**src/soa_monitor_defines.svh**
```systemverilog
// What this block does
// - current above high limit warns; above shutdown limit errors and kills rf
// - current limits default to 5.5 A high and 6 A shutdown, readable
// - dissipation equals supply power minus forward power plus reflected power
// - dissipation above high warns; above shutdown errors and kills rf
// - dissipation protection is off after reset
// - forward power above high warns; above shutdown errors and kills rf
// - forward limits default to 47.40 dBm high and 48.15 dBm shutdown
// - a protection acts only while its enable bit is one
// - protection types are numbered 0 to 9 in fixed order
// - enable writes to type 1 are ignored; watchdog always on
// - the all-enables read covers types 0 to 7 in type order
// - in the all-enables read the type 1 field reads zero
// - reflection and dissipation warn or error only after violation outlasts grace period; the auto gain throttle does not wait
// - reflection above high warns; above shutdown errors and kills rf
// - in auto gain, high reflection makes the loop regulate reflection to the limit
// - a warning sets its status bit while rf stays on
// - status bits stay set until an explicit clear
`ifndef SOA_MONITOR_DEFINES_SVH
`define SOA_MONITOR_DEFINES_SVH
// ==========================================
// register offsets (word index = byte/4)
`define REG_CTRL        8'h00
`define REG_ENABLE      8'h04
`define REG_GRACE       8'h08
`define REG_CUR_LIM     8'h0C
`define REG_DIS_LIM     8'h10
`define REG_FWD_LIM     8'h14
`define REG_RFL_LIM     8'h18
`define REG_STATUS      8'h1C
`define REG_MASK        8'h20
`define REG_ENABLE_ALL  8'h24
// ==========================================
// reset values; current in mA, power in mW, dBm in centi-dBm
`define CUR_HIGH_RST    16'h157C
`define CUR_SHUT_RST    16'h1770
`define FWD_HIGH_RST    16'h1284
`define FWD_SHUT_RST    16'h12CF
`define DIS_HIGH_RST    16'h0000
`define DIS_SHUT_RST    16'h0000
`define RFL_HIGH_RST    16'h1275
`define RFL_SHUT_RST    16'h1284
`define ENABLE_RST      10'h085
`define GRACE_RST       16'h0000
// ==========================================
// timing
`define CLK_MHZ         250
`define MS_NS           1000000
`define CLK_NS          4
`define CYC_PER_MS      (`MS_NS / `CLK_NS)
// ==========================================
// status bit positions
`define ST_CUR_HI   0
`define ST_CUR_SD   1
`define ST_DIS_HI   2
`define ST_DIS_SD   3
`define ST_FWD_HI   4
`define ST_FWD_SD   5
`define ST_RFL_HI   6
`define ST_RFL_SD   7
`define ST_WIDTH    8
// ==========================================
// protection type numbers
`define TYPE_WDOG   1
`define TYPE_RFL    2
`define TYPE_DIS    4
`define TYPE_CUR    7
`define TYPE_FWD    9
`endif

```
**src/soa_monitor_pkg.sv**
```systemverilog
`default_nettype none
package soa_monitor_pkg;
   // ==========================================
   // grace timer states
   typedef enum logic [0:0] {
      GRACE_IDLE = 1'b0,
      GRACE_RUN  = 1'b1
   } grace_state_t;
   typedef logic [15:0] limit_t;
endpackage
`default_nettype wire

```
**src/soa_monitor.sv**
```systemverilog
// The strobed register port and the address map were chosen for this implementation.
`include "soa_monitor_defines.svh"
`default_nettype none
module soa_monitor (
   input  wire logic        clk_sys,
   input  wire logic        rst,
   input  wire logic [7:0]  regAddr,
   input  wire logic [31:0] regWdata,
   input  wire logic        regWrite,
   input  wire logic        regRead,
   output logic      [31:0] regRdata,
   input  wire logic        sampleValid,
   input  wire logic [15:0] supplyInput,
   input  wire logic [15:0] forwardPower,
   input  wire logic [15:0] reflectedPower,
   input  wire logic [15:0] supplyCurrent,
   input  wire logic [15:0] forwardDbm,
   input  wire logic [15:0] reflectedDbm,
   output logic             rfEnable,
   output logic             throttleReflect,
   output logic      [15:0] gainTarget,
   output logic             irq
);
   // ==========================================
   // configuration registers
   soa_monitor_pkg::limit_t curHigh_q, curShut_q, disHigh_q, disShut_q;
   soa_monitor_pkg::limit_t fwdHigh_q, fwdShut_q, rflHigh_q, rflShut_q;
   logic [9:0]  enable_q;
   logic [15:0] grace_q;
   logic        autoGain_q;
   logic        rfRequest_q;
   logic [`ST_WIDTH-1:0] status_q, mask_q;
   logic [`ST_WIDTH-1:0] event_d;
   logic        errClear;

   function automatic logic hit(input logic [7:0] a, input logic [7:0] off);
      hit = regWrite && (a == off);
   endfunction

   // strobe read directly so the clear drops with the write strobe
   assign errClear = regWrite && (regAddr == `REG_CTRL) && regWdata[2];

   // ==========================================
   // register writes
   always_ff @(posedge clk_sys) begin
      if (rst) begin
         curHigh_q <= `CUR_HIGH_RST;
         curShut_q <= `CUR_SHUT_RST;
         disHigh_q <= `DIS_HIGH_RST;
         disShut_q <= `DIS_SHUT_RST;
         fwdHigh_q <= `FWD_HIGH_RST;
         fwdShut_q <= `FWD_SHUT_RST;
         rflHigh_q <= `RFL_HIGH_RST;
         rflShut_q <= `RFL_SHUT_RST;
         enable_q  <= `ENABLE_RST;
         grace_q   <= `GRACE_RST;
         autoGain_q  <= 1'b0;
         rfRequest_q <= 1'b0;
         mask_q    <= '0;
      end else begin
         if (hit(regAddr, `REG_CTRL)) begin
            rfRequest_q <= regWdata[0];
            autoGain_q  <= regWdata[1];
         end
         if (hit(regAddr, `REG_CUR_LIM)) begin
            curHigh_q <= regWdata[15:0];
            curShut_q <= regWdata[31:16];
         end
         if (hit(regAddr, `REG_DIS_LIM)) begin
            disHigh_q <= regWdata[15:0];
            disShut_q <= regWdata[31:16];
         end
         if (hit(regAddr, `REG_FWD_LIM)) begin
            fwdHigh_q <= regWdata[15:0];
            fwdShut_q <= regWdata[31:16];
         end
         if (hit(regAddr, `REG_RFL_LIM)) begin
            rflHigh_q <= regWdata[15:0];
            rflShut_q <= regWdata[31:16];
         end
         if (hit(regAddr, `REG_GRACE)) grace_q <= regWdata[15:0];
         if (hit(regAddr, `REG_MASK)) mask_q <= regWdata[`ST_WIDTH-1:0];
         // per-type enable write: type in [11:8], value in [0]
         if (hit(regAddr, `REG_ENABLE) && regWdata[11:8] <= 4'h9
             && regWdata[11:8] != 4'(`TYPE_WDOG)) begin
            enable_q[regWdata[11:8]] <= regWdata[0];
         end
      end
   end

   // ==========================================
   // dissipation, saturated to 16 bits
   logic signed [18:0] disSum;
   logic [15:0]        dissipation;
   assign disSum = 19'(supplyInput) - 19'(forwardPower) + 19'(reflectedPower);
   assign dissipation = disSum[18] ? 16'h0000 :
                        (|disSum[17:16]) ? 16'hFFFF : disSum[15:0];

   // ==========================================
   // raw violations; events take them only on a new sample, the throttle every cycle
   logic curHi, curSd, disHi, disSd, fwdHi, fwdSd, rflHi, rflSd;
   assign curHi = enable_q[`TYPE_CUR] && supplyCurrent > curHigh_q;
   assign curSd = enable_q[`TYPE_CUR] && supplyCurrent > curShut_q;
   assign disHi = enable_q[`TYPE_DIS] && dissipation > disHigh_q;
   assign disSd = enable_q[`TYPE_DIS] && dissipation > disShut_q;
   assign fwdHi = enable_q[`TYPE_FWD] && forwardDbm > fwdHigh_q;
   assign fwdSd = enable_q[`TYPE_FWD] && forwardDbm > fwdShut_q;
   assign rflHi = enable_q[`TYPE_RFL] && reflectedDbm > rflHigh_q;
   assign rflSd = enable_q[`TYPE_RFL] && reflectedDbm > rflShut_q;

   // ==========================================
   // grace timers for dissipation and reflection
   logic [3:0] graceIn;
   logic [3:0] graceOk;
   assign graceIn = {rflSd, rflHi, disSd, disHi};

   genvar g;
   generate
      for (g = 0; g < 4; g++) begin : gGrace
         soa_monitor_pkg::grace_state_t st_q;
         logic [17:0] sub_q;
         logic [15:0] ms_q;
         logic        viol_q;
         // holds the last sampled comparison
         always_ff @(posedge clk_sys) begin
            if (rst) viol_q <= 1'b0;
            else if (sampleValid) viol_q <= graceIn[g];
         end
         // counts milliseconds of unbroken violation
         always_ff @(posedge clk_sys) begin
            if (rst) begin
               st_q  <= soa_monitor_pkg::GRACE_IDLE;
               sub_q <= '0;
               ms_q  <= '0;
            end else begin
               case (st_q)
                  soa_monitor_pkg::GRACE_IDLE: begin
                     sub_q <= '0;
                     ms_q  <= '0;
                     if (viol_q) st_q <= soa_monitor_pkg::GRACE_RUN;
                  end
                  soa_monitor_pkg::GRACE_RUN: begin
                     if (!viol_q) begin
                        st_q  <= soa_monitor_pkg::GRACE_IDLE;
                        sub_q <= '0;
                        ms_q  <= '0;
                     end else if (sub_q == 18'(`CYC_PER_MS - 1)) begin
                        sub_q <= '0;
                        if (ms_q != 16'hFFFF) ms_q <= ms_q + 16'h0001;
                     end else begin
                        sub_q <= sub_q + 18'h00001;
                     end
                  end
                  default: st_q <= soa_monitor_pkg::GRACE_IDLE;
               endcase
            end
         end
         // react only once the period is exceeded
         assign graceOk[g] = viol_q && (st_q == soa_monitor_pkg::GRACE_RUN)
                             && (grace_q == 16'h0000 || ms_q >= grace_q);
      end
   endgenerate

   // ==========================================
   // event collection, current and forward act directly
   always_comb begin
      event_d = '0;
      if (sampleValid) begin
         event_d[`ST_CUR_HI] = curHi;
         event_d[`ST_CUR_SD] = curSd;
         event_d[`ST_FWD_HI] = fwdHi;
         event_d[`ST_FWD_SD] = fwdSd;
      end
      event_d[`ST_DIS_HI] = graceOk[0];
      event_d[`ST_DIS_SD] = graceOk[1];
      event_d[`ST_RFL_HI] = graceOk[2];
      event_d[`ST_RFL_SD] = graceOk[3];
   end

   // sticky status, set wins over clear
   always_ff @(posedge clk_sys) begin
      if (rst) begin
         status_q <= '0;
      end else begin
         logic [`ST_WIDTH-1:0] clr;
         clr = '0;
         if (errClear) clr = '1;
         if (hit(regAddr, `REG_STATUS)) clr = clr | regWdata[`ST_WIDTH-1:0];
         status_q <= (status_q & ~clr) | event_d;
      end
   end

   // ==========================================
   // rf output: killed by any shutdown bit, warnings leave it
   logic shutAny;
   assign shutAny = status_q[`ST_CUR_SD] | status_q[`ST_DIS_SD]
                  | status_q[`ST_FWD_SD] | status_q[`ST_RFL_SD];
   always_ff @(posedge clk_sys) begin
      if (rst) rfEnable <= 1'b0;
      else rfEnable <= rfRequest_q && !shutAny && !(|(event_d & 8'hAA));
   end

   // ==========================================
   // auto gain reflection throttle
   always_ff @(posedge clk_sys) begin
      if (rst) begin
         throttleReflect <= 1'b0;
         gainTarget      <= '0;
      end else begin
         throttleReflect <= autoGain_q && rflHi;
         gainTarget      <= (autoGain_q && rflHi) ? rflHigh_q : forwardDbm;
      end
   end

   // interrupt level
   always_ff @(posedge clk_sys) begin
      if (rst) irq <= 1'b0;
      else irq <= |(status_q & mask_q);
   end

   // ==========================================
   // read data, one cycle after the strobe
   always_ff @(posedge clk_sys) begin
      if (rst) begin
         regRdata <= '0;
      end else if (regRead) begin
         case (regAddr)
            `REG_CTRL:    regRdata <= {29'h0, 1'b0, autoGain_q, rfRequest_q};
            `REG_ENABLE:  regRdata <= {22'h0, enable_q};
            `REG_GRACE:   regRdata <= {16'h0, grace_q};
            `REG_CUR_LIM: regRdata <= {curShut_q, curHigh_q};
            `REG_DIS_LIM: regRdata <= {disShut_q, disHigh_q};
            `REG_FWD_LIM: regRdata <= {fwdShut_q, fwdHigh_q};
            `REG_RFL_LIM: regRdata <= {rflShut_q, rflHigh_q};
            `REG_STATUS:  regRdata <= {24'h0, status_q};
            `REG_MASK:    regRdata <= {24'h0, mask_q};
            `REG_ENABLE_ALL: regRdata <= {24'h0, enable_q[7:2], 1'b0, enable_q[0]};
            default:      regRdata <= 32'h0000_0000;
         endcase
      end else begin
         regRdata <= 32'h0000_0000;
      end
   end
endmodule
`default_nettype wire

```
**config.mk**
```make
export PLATFORM = sky130hd
export DESIGN_NAME = soa_monitor
export DESIGN_NICKNAME = d
export VERILOG_FILES = /design/src/soa_monitor_pkg.sv /design/src/soa_monitor.sv
export VERILOG_INCLUDE_DIRS = /design/src
export SDC_FILE = /design/constraint.sdc
export NUM_CORES = 1
export LEC_CHECK = 0
export BUFFER_PORTS_ARGS = -buffer_cell sky130_fd_sc_hd__buf_2
export CORE_MARGIN = 1
export CORE_UTILIZATION = 45
export CTS_CLUSTER_DIAMETER = 200
export DETAILED_ROUTE_END_ITERATION = 10
export PLACE_DENSITY_LB_ADDON = 0.25
export SETUP_SLACK_MARGIN = 0.4
export SYNTH_ARGS = -nofsm -noshare
export SYNTH_HDL_FRONTEND = slang
export SYNTH_SLANG_ARGS = --single-unit
export TNS_END_PERCENT = 5
```
**constraint.sdc**
```tcl
create_clock -name clk_sys -period 10.2 [get_ports clk_sys]
set_input_delay 1.53 -clock clk_sys [delete_from_list [all_inputs] [get_ports clk_sys]]
set_output_delay 1.53 -clock clk_sys [all_outputs]
set_load 0.01 [all_outputs]
```
== Word level (Yosys, flattened, before mapping) ==
Cells that the tools add are included.

* Bits in registers: 367
* Input port bits: 141
* Output and inout port bits: 51
* Logic and storage cells: 192

* $add $sub $neg: 10
* $lt $le $gt $ge: 15
* Equality and inequality tests: 26
* Mux-type cells: 45
* Bitwise gates (word level): 13
* Reductions and logical operators: 48

{| class="wikitable"
|+ Operators with widths
! cell !! number
|-
| $pmux W32 S10 || 1
|-
| $mux W16 || 15
|-
| $mux W18 || 8
|-
| $pmux W18 S2 || 4
|-
| $gt A16 B16 Y1 || 8
|-
| $pmux W16 S2 || 4
|-
| $add A18 B1 Y18 const B || 4
|-
| $eq A18 B18 Y1 const B || 4
|-
| $add A16 B1 Y16 const B || 4
|-
| $ge A16 B16 Y1 || 4
|-
| $ne A16 B16 Y1 const B || 4
|-
| $eq A8 B5 Y1 const B || 4
|-
| $logic_and A1 B1 Y1 || 32
|-
| $mux W8 || 4
|-
| $ne A3 B2 Y1 const B || 8
|-
| $add A17 B17 Y18 || 1
|-
| $sub A16 B16 Y17 || 1
|-
| $and A8 B8 Y8 || 2
|-
| $eq A8 B4 Y1 const B || 2
|-
| $eq A8 B6 Y1 const B || 2
|-
| $logic_not A16 Y1 || 1
|-
| $or A8 B8 Y8 || 2
|-
| $bwmux W10 || 1
|-
| $eq A8 B3 Y1 const B || 1
|-
| other kinds (17) || 36
|}

== Logic depth before layout (Yosys ltp) ==
* Word-level depth: 11
* Mapped depth: 29
* Depth with buffers taken out: 28

== Least setup slack after synthesis ==
No wires, ideal clock.

* Path kind: input -> register
* Start: input port forwardPower[5]
* End: register gGrace[1].viol_q
* Library setup time: 88 ps
* Data arrival time: 6235 ps
* Required time: 10112 ps
* Slack: 3877 ps
* Stages: 27
* Buffers on the path: 2
* Cell sequence: inv_1 ha_1 a21o_1 or3_4 o2111ai_1 a21boi_0 o21ai_0 nand2b_1 a2111oi_0 nor3_1 ha_1 inv_1 o21ai_0 a21oi_1 o21ai_0 or3_1 buf_6 clkbuf_1 o21a_1 ha_1 nand3_1 nor3_1 nand2_1 or2_2 nand4_1 a21oi_1 a311oi_2

* Longest elaborated chain between the ends: 7

{| class="wikitable"
|+ Ends and longest elaborated chain
! element !! line !! text
|-
| start: declaration || soa_monitor.sv:14 || <nowiki>input wire logic [15:0] forwardPower,</nowiki>
|-
| $sub A16 B16 Y17 (*) || soa_monitor.sv:95 || <nowiki>assign disSum = 19'(supplyInput) - 19'(forwardPower) + 19'(reflectedPower);</nowiki>
|-
| $add A17 B17 Y18 (*) || soa_monitor.sv:95 ||
|-
| $reduce_or A2 Y1 || soa_monitor.sv:97 || <nowiki>(|disSum[17:16]) ? 16'hFFFF : disSum[15:0];</nowiki>
|-
| $mux W16 || soa_monitor.sv:97 ||
|-
| $mux W16 (*) || soa_monitor.sv:96 || <nowiki>assign dissipation = disSum[18] ? 16'h0000 :</nowiki>
|-
| $gt A16 B16 Y1 (*) || soa_monitor.sv:105 || <nowiki>assign disSd = enable_q[`TYPE_DIS] && dissipation > disShut_q;</nowiki>
|-
| $logic_and A1 B1 Y1 (*) || soa_monitor.sv:105 ||
|-
| end signal: assignment || soa_monitor.sv:127 || <nowiki>else if (sampleValid) viol_q <= graceIn[g];</nowiki>
|-
| end: declaration || soa_monitor.sv:123 || <nowiki>logic viol_q;</nowiki>
|}

Mark *: on every way between the ends. The rest lies on a longest branch, timed or not.
A chain may end at the register's enable or synchronous reset.

== Final worst setup path ==
* Start: input port supplyInput[5]
* End: register gGrace[0].viol_q

* Longest elaborated chain between the ends: 7

{| class="wikitable"
|+ Ends and longest elaborated chain
! element !! line !! text
|-
| start: declaration || soa_monitor.sv:13 || <nowiki>input wire logic [15:0] supplyInput,</nowiki>
|-
| $sub A16 B16 Y17 (*) || soa_monitor.sv:95 ||
|-
| $add A17 B17 Y18 (*) || soa_monitor.sv:95 ||
|-
| $reduce_or A2 Y1 || soa_monitor.sv:97 ||
|-
| $mux W16 || soa_monitor.sv:97 ||
|-
| $mux W16 (*) || soa_monitor.sv:96 ||
|-
| $gt A16 B16 Y1 (*) || soa_monitor.sv:104 || <nowiki>assign disHi = enable_q[`TYPE_DIS] && dissipation > disHigh_q;</nowiki>
|-
| $logic_and A1 B1 Y1 (*) || soa_monitor.sv:104 ||
|-
| end signal: assignment || soa_monitor.sv:127 ||
|-
| end: declaration || soa_monitor.sv:123 ||
|}

Marked as above.

==> results_tabular.tex <==
\begin{tabular}{lr}
\hline
Metric & Value \\
\hline
\multicolumn{2}{l}{\textbf{STA}} \\
Crit path time final & approximately 6.7 ns \\
Fin Clk Skew & 0.0196 ns \\
Final-layout setup total negative slack & 0 ns \\
Min setup slack post-route & approximately 3.5 ns \\
Count of endpoints failing setup in the final report & 0 \\
Hold Violations, Final & 0 \\
Hold\_ws & 0.452 ns \\
Worst-margin pin slew & around 1.3 ns \\
Relative slew slack & $\sim$10\% \\
Share of the clock period used by the worst path & about two thirds \\
RSZ-0062 raised after global routing & no \\
Highest clock rate & around 0.15 GHz \\
Final max-slew violation count & 0 \\
\multicolumn{2}{l}{\textbf{Clock network}} \\
Count of cells resized by post-cts repair & 0 \\
Clock sink count & approximately 370 \\
Maximum number of buffers from clock root to sink & 3 \\
TritonCTS Buffers & 42 \\
Register clock-pin slew on the reported worst setup and hold paths & 0.06 ns \\
Buffer cell driving the clock tree root & clkbuf\_16 \\
\# Post-CTS Setup Buffers & 0 \\
CTS tree & built \\
Worst-skew pair later-pin latency & a little under 0.6 ns \\
Hold buffer count at cts & 0 \\
Maximum level of the CTS H-tree & 2 \\
\multicolumn{2}{l}{\textbf{Setup path}} \\
Slowest stage cell on the critical path & xnor2\_2 \\
WP data required & $\sim$11 ns \\
Crit path capture & gGrace[0].viol\_q \\
Instance count on the critical path & 27 \\
Worst Setup Path Type & in2reg \\
Startpoint types & primary input \\
Source of the critical timing path & supplyInput[5] \\
Worst Reg2Reg Path Length in Cells & 10 \\
Worst R2R Setup Slack & 6.95 ns \\
Critical path's largest stage delay & 0.57 ns \\
Arrival time of data at the critical path endpoint & roughly 7.2 ns \\
Endpoint kind of the worst setup timing path & register \\
Top fanout value on the critical path & 16 \\
CP delay by family, top & compound AO/OA/AOI/OAI gates \\
Worst R2R Start & rflHigh\_q[9] \\
Crit path buf inv count & 2 \\
Capture point of the worst reg-to-reg path & gainTarget[2] \\
\multicolumn{2}{l}{\textbf{GRT}} \\
Total routing resource utilization after global routing & between 20 and 30\% \\
First-pass GRT wire length & between 100000 and 150000 um \\
Residual overflow from global routing & 0 \\
Pin count of the biggest net entering global routing & 66 \\
Antenna violations before repair & 1 \\
Vias in the first global route & roughly 19k \\
\multicolumn{2}{l}{\textbf{Synthesis}} \\
Number of warnings reported in the yosys synthesis log & 0 \\
List of most frequent post-synthesis cells & 367 x dfxtp\_1, 339 x nand2\_1, 236 x a21oi\_1 \\
Dominant cells by area after synthesis & dfxtp\_1 35\%, ha\_1 14\%, nand2\_1 6.0\%, a21oi\_1 5.6\%, nor2\_1 3.8\% \\
Number of library cell types mapped by synthesis & 82 \\
Most common cell in the synthesized netlist & dfxtp\_1 \\
Number of register bits inferred by synthesis & 367 \\
Number of standard cells after synthesis & $\sim$2.6k \\
Number of enable-type register cells in the synthesized netlist & 0 \\
Synth Cell Area & around 21000 um\^{}2 \\
Post-synthesis cell type with the largest combined area & dfxtp\_1 \\
FFs w/ async S/R, synth & 0\% \\
Mapped Nets & a little under 3k \\
Prevailing post-synth register cell & dfxtp\_1 \\
Avg Cell Area, Syn & 8.13 um\^{}2 \\
Area share of the largest cell type after synthesis & about a third \\
Register area share after synthesis & 34.8\% \\
\multicolumn{2}{l}{\textbf{Layout}} \\
Utilization after layout & between 50\% and 60\% \\
Synth-to-layout area growth & 13.6\% \\
Share of layout cells above drive strength 1 & 11.1\% \\
Number of antenna repair diodes & 0 \\
Final std cells w/o fill & 3370 \\
Layout Nets & 3113 \\
\multicolumn{2}{l}{\textbf{Routing}} \\
Max Used Layer & met5 \\
Detailed route wirelength on metal2 & slightly below 30000 um \\
Metal1 wirelength & approximately 29000 um \\
Residual DRC & 0 \\
Per-cell via count in the routed design & $\sim$6 \\
Count of routing violations after the opening detailed-route iteration & about 1.8k \\
Routed length per instance & 20.0 um \\
Drt total wl & about 67000 um \\
First-pass iteration count of the detailed router & 8 \\
Met3 wire length & between 6000 and 7000 um \\
Routed Antenna Nets & 0 \\
Via Count & 19.7k \\
\multicolumn{2}{l}{\textbf{Power}} \\
Power per standard cell area & between 150 and 200 nW/um\^{}2 \\
Leakage Power & roughly 9.3 nW \\
IR Drop Worst-Case VDD & about 0.11 mV \\
\multicolumn{2}{l}{\textbf{Place}} \\
Post-DP HPWL & around 50000 um \\
Number of input and output port buffers inserted & between 150 and 200 \\
Gp weighted congestion & 0.934 \\
Placed Instances & between 3k and 4k \\
Worst-case setup slack after placement & between 3 and 4 ns \\
\multicolumn{2}{l}{\textbf{Flow run}} \\
Maximum capacitance violations & 0 \\
\multicolumn{2}{l}{\textbf{Min path}} \\
Hold\_sp & gGrace[2].sub\_q[0] \\
Type of the most critical hold path & reg2reg \\
\multicolumn{2}{l}{\textbf{Floorplanning}} \\
Number of top-level pins & between 150 and 200 \\
Chip width & $\sim$220 um \\
Core ar. & around 46000 um\^{}2 \\
DIE AREA & $\sim$48000 um\^{}2 \\
Die Span Y & 218 um \\
Std cell rows & just under 80 \\
Effective utilization at floorplan & between 40\% and 50\% \\
\multicolumn{2}{l}{\textbf{Status}} \\
Result of the run & complete, no violations \\
\hline
\end{tabular}
-- area by class of cell --
| cell class | instances | area, um^2 |
|---|---|---|
| clock buffer | 60 | 1230 |
| clock inverter | 14 | 208 |
| fill | 4309 | 21800 |
| inverter | 203 | 762 |
| multi-input combinational | 1922 | 12600 |
| sequential | 367 | 7350 |
| tap | 600 | 751 |
| timing repair buffer | 204 | 1060 |
-- cell families (layout without fill, tap and decap cells) --
kind of cell,after synthesis,in the layout,synth area share (%)
adders and majority gates,232,232,13.8
and+or+nand+nor,932,932,20.8
buffers and inverters,306,481,5.62
AOI/OAI and AO/OA,605,605,18.3
DFF,367,367,34.8
xor gates and xnor gates,127,127,5.31
muxes,26,26,1.24
-- worst min path at each step --
stage	to	slack (ns)	cells past startpoint
final	gGrace[2].sub_q[0]	0.45	1
after detailed placement	gGrace[2].sub_q[0]	0.45	1
after global placement	gGrace[2].sub_q[0]	0.42	1
after floorplan	gGrace[2].sub_q[0]	0.41	1
after global routing	gGrace[2].sub_q[0]	0.48	1
after CTS	gGrace[2].sub_q[0]	0.45	1
-- registers in the layout (all words and copies together) (netlist names) --
name / flops
regRdata: 32
grace_q: 16
enable_q: 10
rflShut_q: 16
mask_q: 8
gGrace.sub_q: 72
disShut_q: 16
gGrace.viol_q: 4
fwdHigh_q: 16
rfRequest_q: 1
fwdShut_q: 16
gainTarget: 16
throttleReflect: 1
gGrace.st_q: 4
disHigh_q: 16
autoGain_q: 1
gGrace.ms_q: 64
curShut_q: 16
status_q: 8
irq: 1
rflHigh_q: 16
rfEnable: 1
curHigh_q: 16
-- report_power, final --
part	switching, mW	internal (mW)
registers	0.00526	1.44
clock network	0.631	0.965
logic	0.338	0.235
-- cells in the final DEF (no fill, tap or decap), types with 24 or more instances in the layout --
cell type,n
a22oi_1,67
dfxtp_1,367
nand3_1,111
nor3_1,31
xor2_1,63
nand4_1,57
mux2i_1,25
or3_1,24
ha_1,230
xnor2_1,63
clkbuf_16,43
a21o_1,41
o21ai_0,78
o21a_1,33
nand2_1,339
inv_1,203
o211ai_1,45
buf_2,190
a21oi_1,236
nor2b_1,30
nor2_1,211
-- layer usage --
metal  GRT usage (%)  up-vias
li1                -     9436
met2            43.1      805
met4            10.3        2
met1            38.6     9275
met5               0        -
met3            5.32      146
-- through the flow --
| stage | power (mW) | cell area, um^2 |
|---|---|---|
| final | 3.61 | 24000 |
| after detailed placement | 2.04 | 22500 |
| after global routing | 3.76 | 24000 |
| after CTS | 3.63 | 24000 |
| after global placement | 2.02 | 22500 |
| after floorplan | 1.87 | 21100 |
(Power assumes the default switching activity.)
